<file path="config.mk">
export PLATFORM = sky130hd
export DESIGN_NAME = asmc_host
export DESIGN_NICKNAME = d
export VERILOG_FILES = /design/src/hw/asmc_pkg.sv /design/src/hw/asmc_host.sv
export SDC_FILE = /design/constraint.sdc
export NUM_CORES = 1
export LEC_CHECK = 0
export BUFFER_PORTS_ARGS = -buffer_cell sky130_fd_sc_hd__buf_4
export CAP_MARGIN = 40
export CORE_UTILIZATION = 47
export DETAILED_ROUTE_END_ITERATION = 12
export PLACE_DENSITY_LB_ADDON = 0.12
export SLEW_MARGIN = 5
export SYNTH_ARGS = -nofsm -noshare
export SYNTH_HDL_FRONTEND = slang
export SYNTH_SLANG_ARGS = --single-unit
</file>
<file path="constraint.sdc">
create_clock -name clk_i -period 2.25 [get_ports clk_i]
set_input_delay 0.225 -clock clk_i [delete_from_list [all_inputs] [get_ports clk_i]]
set_output_delay 0.225 -clock clk_i [all_outputs]
set_load 0.01 [all_outputs]
</file>
<file path="src/hw/asmc_pkg.sv">
package asmc_pkg;

	localparam int ADDR_W = 19;
	localparam int DATA_W = 8;
	localparam int CLK_PERIOD_NS = 10;

	// Fast grade timing in ns.
	localparam int FAST_ACCESS_NS = 55;
	localparam int FAST_SELECT_TO_WRITE_END_NS = 50;
	localparam int FAST_DATA_VALID_BEFORE_WRITE_END_NS = 25;
	localparam int FAST_WRITE_TO_OUTPUT_FLOAT_NS = 20;
	localparam int FAST_DESELECT_TO_OUTPUT_FLOAT_NS = 20;
	// Slow grade timing in ns.
	localparam int SLOW_ACCESS_NS = 70;
	localparam int SLOW_SELECT_TO_WRITE_END_NS = 60;
	localparam int SLOW_DATA_VALID_BEFORE_WRITE_END_NS = 30;
	localparam int SLOW_WRITE_TO_OUTPUT_FLOAT_NS = 25;
	localparam int SLOW_DESELECT_TO_OUTPUT_FLOAT_NS = 25;

	localparam int RECOVERY_MS = 5;
	localparam int NS_PER_MS = 1000000;

	function automatic int ceil_cycles(input int ns);
		int c;
		c = (ns + CLK_PERIOD_NS - 1) / CLK_PERIOD_NS;
		return (c < 1) ? 1 : c;
	endfunction

	typedef struct packed {
		logic write;
		logic [ADDR_W-1:0] addr;
		logic [DATA_W-1:0] wdata;
	} asmc_req_t;

	typedef struct packed {
		logic [ADDR_W-1:0] addr;
		logic cs_n;
		logic oe_n;
		logic we_n;
	} asmc_pins_t;

	typedef enum logic [2:0] {
		ST_RECOVER = 3'b000,
		ST_IDLE = 3'b001,
		ST_READ = 3'b010,
		ST_WRITE = 3'b011,
		ST_TURN = 3'b100,
		ST_RETAIN = 3'b101
	} asmc_state_t;

endpackage

</file>
<file path="src/hw/asmc_host.sv">
`timescale 1ns/10ps
// Summary of operation
// - Each read or write cycle lasts at least the access time.
// - Select held low 50/60 ns before each write ends.
// - Address valid 50/60 ns before write end, stable throughout the write.
// - Write data valid 25/30 ns before the write ends.
// - Controller never drives the bus while the device may drive it.
// - With oe low, write pulse covers data-valid plus turn-off time.
// - Select is deselected no later than the start of data retention.
module asmc_host #(
	parameter bit FAST_GRADE = 1'b1,
	parameter int RECOVERY_CYCLES =
		asmc_pkg::RECOVERY_MS * (asmc_pkg::NS_PER_MS / asmc_pkg::CLK_PERIOD_NS)
)(
	input wire logic clk_i,
	input wire logic reset_i,
	input wire logic req_valid_i,
	input wire asmc_pkg::asmc_req_t req_i,
	output logic req_ready_o,
	output logic rd_valid_o,
	output logic [asmc_pkg::DATA_W-1:0] rd_data_o,
	output logic wr_done_o,
	input wire logic retain_req_i,
	output logic retain_ack_o,
	output asmc_pkg::asmc_pins_t pins_o,
	input wire logic [asmc_pkg::DATA_W-1:0] byte_data_lines_i,
	output logic [asmc_pkg::DATA_W-1:0] byte_data_lines_o,
	output logic byte_data_lines_oe_o
);

	localparam int ACCESS_NS = FAST_GRADE ? asmc_pkg::FAST_ACCESS_NS : asmc_pkg::SLOW_ACCESS_NS;
	localparam int CW_NS = FAST_GRADE ? asmc_pkg::FAST_SELECT_TO_WRITE_END_NS
		: asmc_pkg::SLOW_SELECT_TO_WRITE_END_NS;
	localparam int DW_NS = FAST_GRADE ? asmc_pkg::FAST_DATA_VALID_BEFORE_WRITE_END_NS
		: asmc_pkg::SLOW_DATA_VALID_BEFORE_WRITE_END_NS;
	localparam int WHZ_NS = FAST_GRADE ? asmc_pkg::FAST_WRITE_TO_OUTPUT_FLOAT_NS
		: asmc_pkg::SLOW_WRITE_TO_OUTPUT_FLOAT_NS;
	localparam int HZ_NS = FAST_GRADE ? asmc_pkg::FAST_DESELECT_TO_OUTPUT_FLOAT_NS
		: asmc_pkg::SLOW_DESELECT_TO_OUTPUT_FLOAT_NS;
	// One extra cycle covers the sampling delay of the synchronous data input.
	localparam int READ_CYC = asmc_pkg::ceil_cycles(ACCESS_NS) + 1;
	localparam int CW_CYC = asmc_pkg::ceil_cycles(CW_NS);
	localparam int WP_MIN_CYC = asmc_pkg::ceil_cycles(DW_NS + WHZ_NS);
	localparam int CYCLE_CYC = asmc_pkg::ceil_cycles(ACCESS_NS);
	localparam int WRITE_CYC0 = (CW_CYC > WP_MIN_CYC) ? CW_CYC : WP_MIN_CYC;
	localparam int WRITE_CYC = (WRITE_CYC0 > CYCLE_CYC) ? WRITE_CYC0 : CYCLE_CYC;
	localparam int TURN_CYC = asmc_pkg::ceil_cycles(HZ_NS);
	localparam int CNT_W = $clog2(RECOVERY_CYCLES + 1);

	initial
	begin
		if (RECOVERY_CYCLES < 1)
			$error("RECOVERY_CYCLES must be at least one");
	end

	asmc_pkg::asmc_state_t state;
	logic [CNT_W-1:0] count;
	logic was_read;

	assign req_ready_o = (state == asmc_pkg::ST_IDLE) && !retain_req_i;

	// Sequencer. Reset and retention exit both pass through recovery before access.
	always_ff @(posedge clk_i or posedge reset_i)
	begin
		if (reset_i)
		begin
			state <= asmc_pkg::ST_RECOVER;
			count <= '0;
			was_read <= 1'b0;
		end
		else
		begin
			unique case (state)
				asmc_pkg::ST_RECOVER:
				begin
					if (count == CNT_W'(RECOVERY_CYCLES - 1))
					begin
						state <= asmc_pkg::ST_IDLE;
						count <= '0;
					end
					else
						count <= count + 1'b1;
				end
				asmc_pkg::ST_IDLE:
				begin
					count <= '0;
					if (retain_req_i)
						state <= asmc_pkg::ST_RETAIN;
					else if (req_valid_i)
						state <= req_i.write ? asmc_pkg::ST_WRITE : asmc_pkg::ST_READ;
				end
				asmc_pkg::ST_READ:
				begin
					if (count == CNT_W'(READ_CYC - 1))
					begin
						state <= asmc_pkg::ST_TURN;
						count <= '0;
						was_read <= 1'b1;
					end
					else
						count <= count + 1'b1;
				end
				asmc_pkg::ST_WRITE:
				begin
					if (count == CNT_W'(WRITE_CYC - 1))
					begin
						state <= asmc_pkg::ST_TURN;
						count <= '0;
						was_read <= 1'b0;
					end
					else
						count <= count + 1'b1;
				end
				asmc_pkg::ST_TURN:
				begin
					// Deselected gap lets the device float before anyone drives again.
					if (count == CNT_W'(TURN_CYC - 1))
					begin
						state <= asmc_pkg::ST_IDLE;
						count <= '0;
					end
					else
						count <= count + 1'b1;
				end
				asmc_pkg::ST_RETAIN:
				begin
					count <= '0;
					if (!retain_req_i)
						state <= asmc_pkg::ST_RECOVER;
				end
				default:
					state <= asmc_pkg::ST_RECOVER;
			endcase
		end
	end

	// Pin drive: address latched at acceptance and held stable through the cycle.
	always_ff @(posedge clk_i or posedge reset_i)
	begin
		if (reset_i)
		begin
			pins_o.addr <= '0;
			pins_o.cs_n <= 1'b1;
			pins_o.oe_n <= 1'b1;
			pins_o.we_n <= 1'b1;
			byte_data_lines_o <= '0;
			byte_data_lines_oe_o <= 1'b0;
		end
		else if (state == asmc_pkg::ST_IDLE && req_valid_i && !retain_req_i)
		begin
			pins_o.addr <= req_i.addr;
			// For a write, select and write enable fall together, so the device never drives.
			pins_o.cs_n <= 1'b0;
			pins_o.we_n <= !req_i.write;
			pins_o.oe_n <= req_i.write;
			byte_data_lines_o <= req_i.wdata;
			byte_data_lines_oe_o <= req_i.write;
		end
		else if ((state == asmc_pkg::ST_READ && count == CNT_W'(READ_CYC - 1)) ||
			(state == asmc_pkg::ST_WRITE && count == CNT_W'(WRITE_CYC - 1)))
		begin
			// Both strobes rise together; data stays one more cycle for hold.
			pins_o.cs_n <= 1'b1;
			pins_o.we_n <= 1'b1;
			pins_o.oe_n <= 1'b1;
		end
		else if (state == asmc_pkg::ST_TURN)
			byte_data_lines_oe_o <= 1'b0;
	end

	// Answers to the user side.
	always_ff @(posedge clk_i or posedge reset_i)
	begin
		if (reset_i)
		begin
			rd_valid_o <= 1'b0;
			rd_data_o <= '0;
			wr_done_o <= 1'b0;
			retain_ack_o <= 1'b0;
		end
		else
		begin
			rd_valid_o <= state == asmc_pkg::ST_READ && count == CNT_W'(READ_CYC - 1);
			wr_done_o <= state == asmc_pkg::ST_WRITE && count == CNT_W'(WRITE_CYC - 1);
			if (state == asmc_pkg::ST_READ && count == CNT_W'(READ_CYC - 1))
				rd_data_o <= byte_data_lines_i;
			retain_ack_o <= state == asmc_pkg::ST_RETAIN;
		end
	end

endmodule

</file>
==> results of run 1 <==
==> registers in the layout, indices dropped and copies added, names as in the netlist <==
name / flops
byte_data_lines_oe_o: 1
state: 3
count: 19
rd_valid_o: 1
rd_data_o: 8
wr_done_o: 1
pins_o: 22
byte_data_lines_o: 8
retain_ack_o: 1
==> report_power, final <==
group,switching (mW),leakage [nW],internal [mW]
Sequential,0,0.869,1.15
Clock,0.439,0.119,0.682
Combinational,0.0323,1.30,0.0478
Total,0.471,2.29,1.88
==> metal layers <==
metal	wire length [um]	vias to the layer above	share of wire, %	track usage (%)
li1	-	1396	-	-
met5	0	-	0	0
met2	3730	95	48	36.7
met1	3350	1357	43	29.4
met4	153	0	2.0	10.2
met3	475	14	6.2	5.14
==> layout make-up <==
type	instances	area, sq um	share of cell area, %
clock buffers	11	151	3.36
clock inverters	5	78.8	1.75
inverters	10	37.5	0.833
multi-input cells	235	1510	33.4
flip-flops and latches	64	1610	35.6
well taps	77	96.3	2.14
repair buffers	129	1030	22.9
==> how the worst max path moves through the flow <==
stage | startpoint | end | slack [ns] | cells after the start
floorplan | count[3]$_DFFE_PP0P_ | rd_data_o[0]$_DFFE_PP0P_ | -0.14 | 7
global placement | count[10]$_DFFE_PP0P_ | count[15]$_DFFE_PP0P_ | -0.04 | 7
detailed placement | count[10]$_DFFE_PP0P_ | count[11]$_DFFE_PP0P_ | -0.12 | 7
CTS | count[18]$_DFFE_PP0P_ | count[17]$_DFFE_PP0P_ | -0.04 | 7
global route | count[8]$_DFFE_PP0P_ | count[11]$_DFFE_PP0P_ | -0.15 | 7
finish | count[8]$_DFFE_PP0P_ | count[17]$_DFFE_PP0P_ | -0.03 | 7
==> cells in the mapped netlist, drive strengths merged (3+ instances only) <==
master / n / area [sq um]
a21oi: 7 / 38.8
and2: 4 / 25.0
and3: 5 / 31.3
and4: 5 / 45.0
buf: 11 / 82.6
clkbuf: 10 / 37.5
dfrtp: 61 / 1530
dfstp: 3 / 78.8
ha: 3 / 37.5
inv: 10 / 37.5
mux2: 8 / 90.1
mux2i: 3 / 30.0
nand2: 104 / 390
nand3: 8 / 40.0
nand4: 4 / 25.0
nor2: 9 / 33.8
nor2b: 3 / 18.8
nor3: 11 / 60.1
nor4: 4 / 55.1
o211ai: 3 / 22.5
o21ai: 12 / 60.1
o22ai: 4 / 25.0
o311ai: 5 / 43.8
o31ai: 8 / 60.1
or4: 4 / 33.8
==> critical path: cells and delay by family (launching register included) <==
family,cells,cell delay [ns]
DFF,1,0.38
AOI/OAI and AO/OA,3,0.58
buffers and inverters,2,0.37
and+or+nand+nor,2,0.85
==> stage by stage <==
step	hold WS (ns)	util, %	TNS, ns	area, sq um	power [mW]
after floorplan	0.330	-	-2.08	3160	1.19
after global placement	0.338	64.5	-0.184	4120	1.25
after detailed placement	0.340	64.5	-0.746	4120	1.25
after CTS	0.0591	69.4	-0.120	4430	2.37
after global routing	0.0704	70.6	-2.09	4510	2.42
final	0.0660	70.6	-0.0984	4510	2.35
==> repair_timing <==
| action | in CTS | in global routing |
|---|---|---|
| gates cloned | 0 | 0 |
| setup buffers | 1 | 1 |
| endpoints found under the setup margin | 26 | 28 |
| pin swaps | 3 | 8 |
| resized for setup | 13 | 15 |
| hold buffers | 1 | 0 |
| endpoints found under the hold margin | 26 | 0 |
==> cells by family (layout without fill, tap and decap cells) <==
logic type | after synthesis | count (layout) | synth area share [%]
AO/OA/AOI/OAI | 52 | 52 | 12.6
buffers and inverters | 31 | 155 | 5.03
XOR/XNOR | 1 | 1 | 0.279
multiplexers | 11 | 11 | 3.83
AND/OR/NAND/NOR | 168 | 168 | 25.9
adder cells (fa/ha/maj) | 3 | 3 | 1.20
flip-flops | 64 | 64 | 51.2
==> flow_metrics.py, run 1 <==
metrics = {
    "placement": {
        "place.detailed.hpwl_mm": 5.44,
        "gp_congestion": 0.881,
        "placed_cells": 512,
        "port_buffers": 82,
        "place_ws_ns": -0.125,
    },
    "global_route": {
        "antenna_found_initial": 0,
        "grt_pass1_wl_mm": 12.6,
        "grtUsageTotal_pct": 22.8,
        "first_global_vias": 2690,
        "grt_max_degree": 39,
        "grt-ovfl-total": 0,
    },
    "worst_setup_path": {
        "r2r_start": "count[8]$_DFFE_PP0P_",
        "critPathMaxFanout": 5,
        "startpoint_type": "flop",
        "critPathKind": "flop to flop",
        "reg2regPathDepth": 7,
        "r2r_end": "count[17]$_DFFE_PP0P_",
        "crit_required_ns": 2.46,
        "critPathMaxStageDelay_ns": 0.56,
        "cp_slowest_cell": "or4_4",
        "timing.reg2reg.setup_slack_ns": -0.03,
        "cp.arrival_ns": 2.49,
        "endpoint_kind": "flop",
        "crit_chain": "or4_4 > nor4_4 > buf_4 > a21oi_2 > buf_4 > o41ai_2 > o41ai_2",
    },
    "floorplan": {
        "initial_core_util_pct": 49.1,
        "ioPinCount": 83,
        "die_w_um": 83.7,
        "die_h_um": 83.7,
        "die-area_sq_mm": 0.00700,
        "rows": 29,
        "coreArea_sq_mm": 0.00639,
    },
    "pwr": {
        "p_leak_nw": 2.29,
        "p_per_area_mw_per_mm2": 522,
        "ir_drop_uv": 495,
    },
    "sta": {
        "fin_ws_ns": -0.0299,
        "setup_violations": 4,
        "tightest_slew_ns": 0.649,
        "hold_viol": 0,
        "slew_violations": 0,
        "rsz0062_at_grt": "yes",
        "fmax_mhz": 439,
        "final.min_clock_period_ns": 2.28,
        "finClkSkew_ns": 0.0110,
        "fin_crit_sh_pct": 101,
        "slew_headroom_pct": 56.5,
    },
    "clocking": {
        "cts_tree": "yes",
        "cts_root_buffer": "clkbuf_8",
        "clock_sinks": 64,
        "cts_buffer_depth": 2,
        "cts_buffers": 9,
        "clk_latency_ns": 0.34,
        "clk_pin_slew_ns": 0.07,
        "cts_max_level": 3,
    },
    "route": {
        "routed_wl_mm": 7.71,
        "vias": 2862,
        "drc": 0,
        "drtIter0Drc": 159,
        "vias_per_cell": 5.39,
        "dr.pass1.iters": 4,
        "wl_per_cell_um": 14.5,
        "antenna_left": 0,
    },
    "synth": {
        "synth_cell_types": 55,
        "async_flop_share_pct": 100,
        "synth_area_sq_mm": 0.00313,
        "ys_warn_count": 0,
        "synth-edff-count": 0,
        "synth_nets": 373,
        "syn_inst": 330,
        "synth_area_per_cell_sq_um": 9.50,
        "synth_ff_type": "dfrtp_1",
        "seq_area_frac_synth_pct": 51.2,
        "synth.ff_latch_count": 64,
    },
    "min_path": {
        "min_from": "req_i[21]",
        "worstHoldPathType": "input pin to flop",
        "min_to": "pins_o[16]$_DFFE_PP0P_",
        "hold_depth": 3,
    },
    "cells_and_area": {
        "nets": 492,
        "layout_common_cells": "buf_4, nand2_1, dfrtp_1",
        "stdcell_count": 531,
        "insertedDiodeCount": 0,
        "nFillCells": 532,
        "final_common_cell": "buf_4",
        "drive_gt1_share_pct": 41.6,
        "area_delta_synth_final_pct": 43.8,
    },
    "run_status": {
        "violations": "negative setup slack",
        "outcome": "finished with violations",
    },
    "job": {
        "maxCapViolations": 0,
    },
}
Power figures use the tool's default switching activity.
==> inputs of run 2 (changes only) <==
--- a/config.mk
+++ b/config.mk
@@ -10,6 +10,7 @@
 export CORE_UTILIZATION = 47
 export DETAILED_ROUTE_END_ITERATION = 12
 export PLACE_DENSITY_LB_ADDON = 0.12
+export SKIP_LAST_GASP = 1
 export SLEW_MARGIN = 5
 export SYNTH_ARGS = -nofsm -noshare
 export SYNTH_HDL_FRONTEND = slang
==> flow_metrics.py, run 2 (synthesis gave the netlist of run 1 again) <==
metrics = {
    "placement": {
        "place_ws_ns": -0.125,
        "gp_congestion": 0.881,
        "place.detailed.hpwl_mm": 5.44,
        "port_buffers": 82,
    },
    "cells_and_area": {
        "largest_reg_flops": 22,
        "reg_top3": "pins_o x22, count x19",
        "nets": 492,
        "drive_gt1_share_pct": 41.4,
        "layout_common_cells": "buf_4, nand2_1, dfrtp_1",
        "regMostFlops": "pins_o",
        "insertedDiodeCount": 0,
        "final_common_cell": "buf_4",
        "area_delta_synth_final_pct": 43.4,
    },
    "sta": {
        "tightest_slew_ns": 0.662,
        "setup_violations": 4,
        "tns_ns": -0.103,
        "final.min_clock_period_ns": 2.29,
        "finClkSkew_ns": 0.0110,
        "hold_viol": 0,
        "slew_violations": 0,
        "fin_crit_sh_pct": 102,
        "rsz0062_at_grt": "yes",
        "timing.hold.ws_ns": 0.0638,
        "fmax_mhz": 437,
        "fin_ws_ns": -0.0374,
        "slew_headroom_pct": 55.9,
    },
    "route": {
        "antenna_left": 0,
        "dr.pass1.iters": 4,
        "vias_per_cell": 5.35,
        "routed_wl_mm": 7.57,
        "vias": 2840,
        "drtIter0Drc": 153,
        "wl_per_cell_um": 14.3,
        "drc": 0,
    },
    "clocking": {
        "cts_buffer_depth": 2,
        "cts_tree": "yes",
        "clk_latency_ns": 0.34,
        "cts_buffers": 9,
        "cts_max_level": 3,
        "clk_pin_slew_ns": 0.07,
        "cts_root_buffer": "clkbuf_8",
        "clock_sinks": 64,
    },
    "worst_setup_path": {
        "timing.reg2reg.setup_slack_ns": -0.04,
        "r2r_end": "count[17]$_DFFE_PP0P_",
        "critPathMaxFanout": 5,
        "cp.arrival_ns": 2.50,
        "reg2regPathDepth": 7,
        "critPathMaxStageDelay_ns": 0.56,
        "crit_chain": "or4_4 > nor4_4 > buf_4 > a21oi_2 > buf_4 > o41ai_2 > o41ai_2",
        "endpoint_kind": "flop",
        "r2r_start": "count[10]$_DFFE_PP0P_",
        "cp_top_family": "simple AND/OR/NAND/NOR gates",
        "worst-path-buf-inv": 2,
        "crit_start": "count[10]$_DFFE_PP0P_",
        "critPathKind": "flop to flop",
        "startpoint_type": "flop",
        "crit_required_ns": 2.46,
        "worstSetupPathDepth": 7,
        "cp_slowest_cell": "or4_4",
        "crit_path_end": "count[17]$_DFFE_PP0P_",
    },
    "floorplan": {
        "coreArea_sq_mm": 0.00639,
        "die_w_um": 83.7,
        "initial_core_util_pct": 49.1,
        "ioPinCount": 83,
        "die-area_sq_mm": 0.00700,
        "rows": 29,
        "die_h_um": 83.7,
    },
    "run_status": {
        "outcome": "finished with violations",
        "violations": "negative setup slack",
    },
    "global_route": {
        "grt-ovfl-total": 0,
        "grt_pass1_wl_mm": 12.5,
        "antenna_found_initial": 0,
        "grt_max_degree": 39,
        "first_global_vias": 2670,
        "grtUsageTotal_pct": 22.5,
    },
    "pwr": {
        "p_leak_nw": 2.29,
        "ir_drop_uv": 495,
        "p_per_area_mw_per_mm2": 524,
    },
    "job": {
        "maxCapViolations": 0,
    },
    "min_path": {
        "worstHoldPathType": "input pin to flop",
    },
}
[run 2: how the worst min path moves through the flow]
stage                     slack [ns]                                to  depth (start not counted)      start
after floorplan                 0.33  byte_data_lines_o[0]$_DFFE_PP0P_                          2   req_i[0]
after CTS                       0.06  byte_data_lines_o[3]$_DFFE_PP0P_                          3   req_i[3]
after global placement          0.34          rd_data_o[5]$_DFFE_PP0P_                          2    reset_i
after detailed placement        0.34          rd_data_o[5]$_DFFE_PP0P_                          2    reset_i
final                           0.06            pins_o[16]$_DFFE_PP0P_                          3  req_i[21]
after global routing            0.07            pins_o[14]$_DFFE_PP0P_                          3  req_i[19]
[run 2: layout make-up]
| class | count | area (sq um) |
|---|---|---|
| fillers | 534 | 1890 |
| flip-flops and latches | 64 | 1610 |
| multi-input cells | 235 | 1490 |
| repair buffers | 129 | 1030 |
| clock buffers | 11 | 151 |
| well taps | 77 | 96.3 |
| clock inverters | 5 | 78.8 |
| inverters | 10 | 37.5 |
[run 2: per-layer routing]
| metal | up-vias | GRT usage (%) | wire (um) |
|---|---|---|---|
| li1 | 1396 | - | - |
| met1 | 1351 | 29.0 | 3320 |
| met2 | 83 | 36.6 | 3650 |
| met3 | 10 | 5.14 | 470 |
| met4 | 0 | 9.71 | 122 |
| met5 | - | 0 | 0 |
[run 2: timing repair]
item	in CTS	in global routing
pin swaps	3	8
endpoints found under the hold margin	26	0
hold buffers	1	0
endpoints found under the setup margin	26	28
gates resized for setup	12	14
setup buffers	1	1
[run 2: stage by stage]
stage	util (%)	total power, mW	cell area, sq um	std cells
detailed placement	64.5	1.25	4120	512
global route	70.4	2.42	4490	531
finish	70.4	2.35	4490	531
global placement	64.5	1.25	4120	512
floorplan	-	1.19	3160	330
CTS	69.3	2.37	4430	530
[run 2: report_power, final]
group	switching [mW]	total, mW	internal, mW
Sequential	0	1.15	1.15
Combinational	0.0322	0.0801	0.0478
Clock	0.441	1.12	0.682
Total	0.474	2.35	1.88
[run 2: tightest hold or removal path, stage by stage]
cell	delay, ns
buf_4	0.07
nand2_1	0.04
nand2_1	0.04
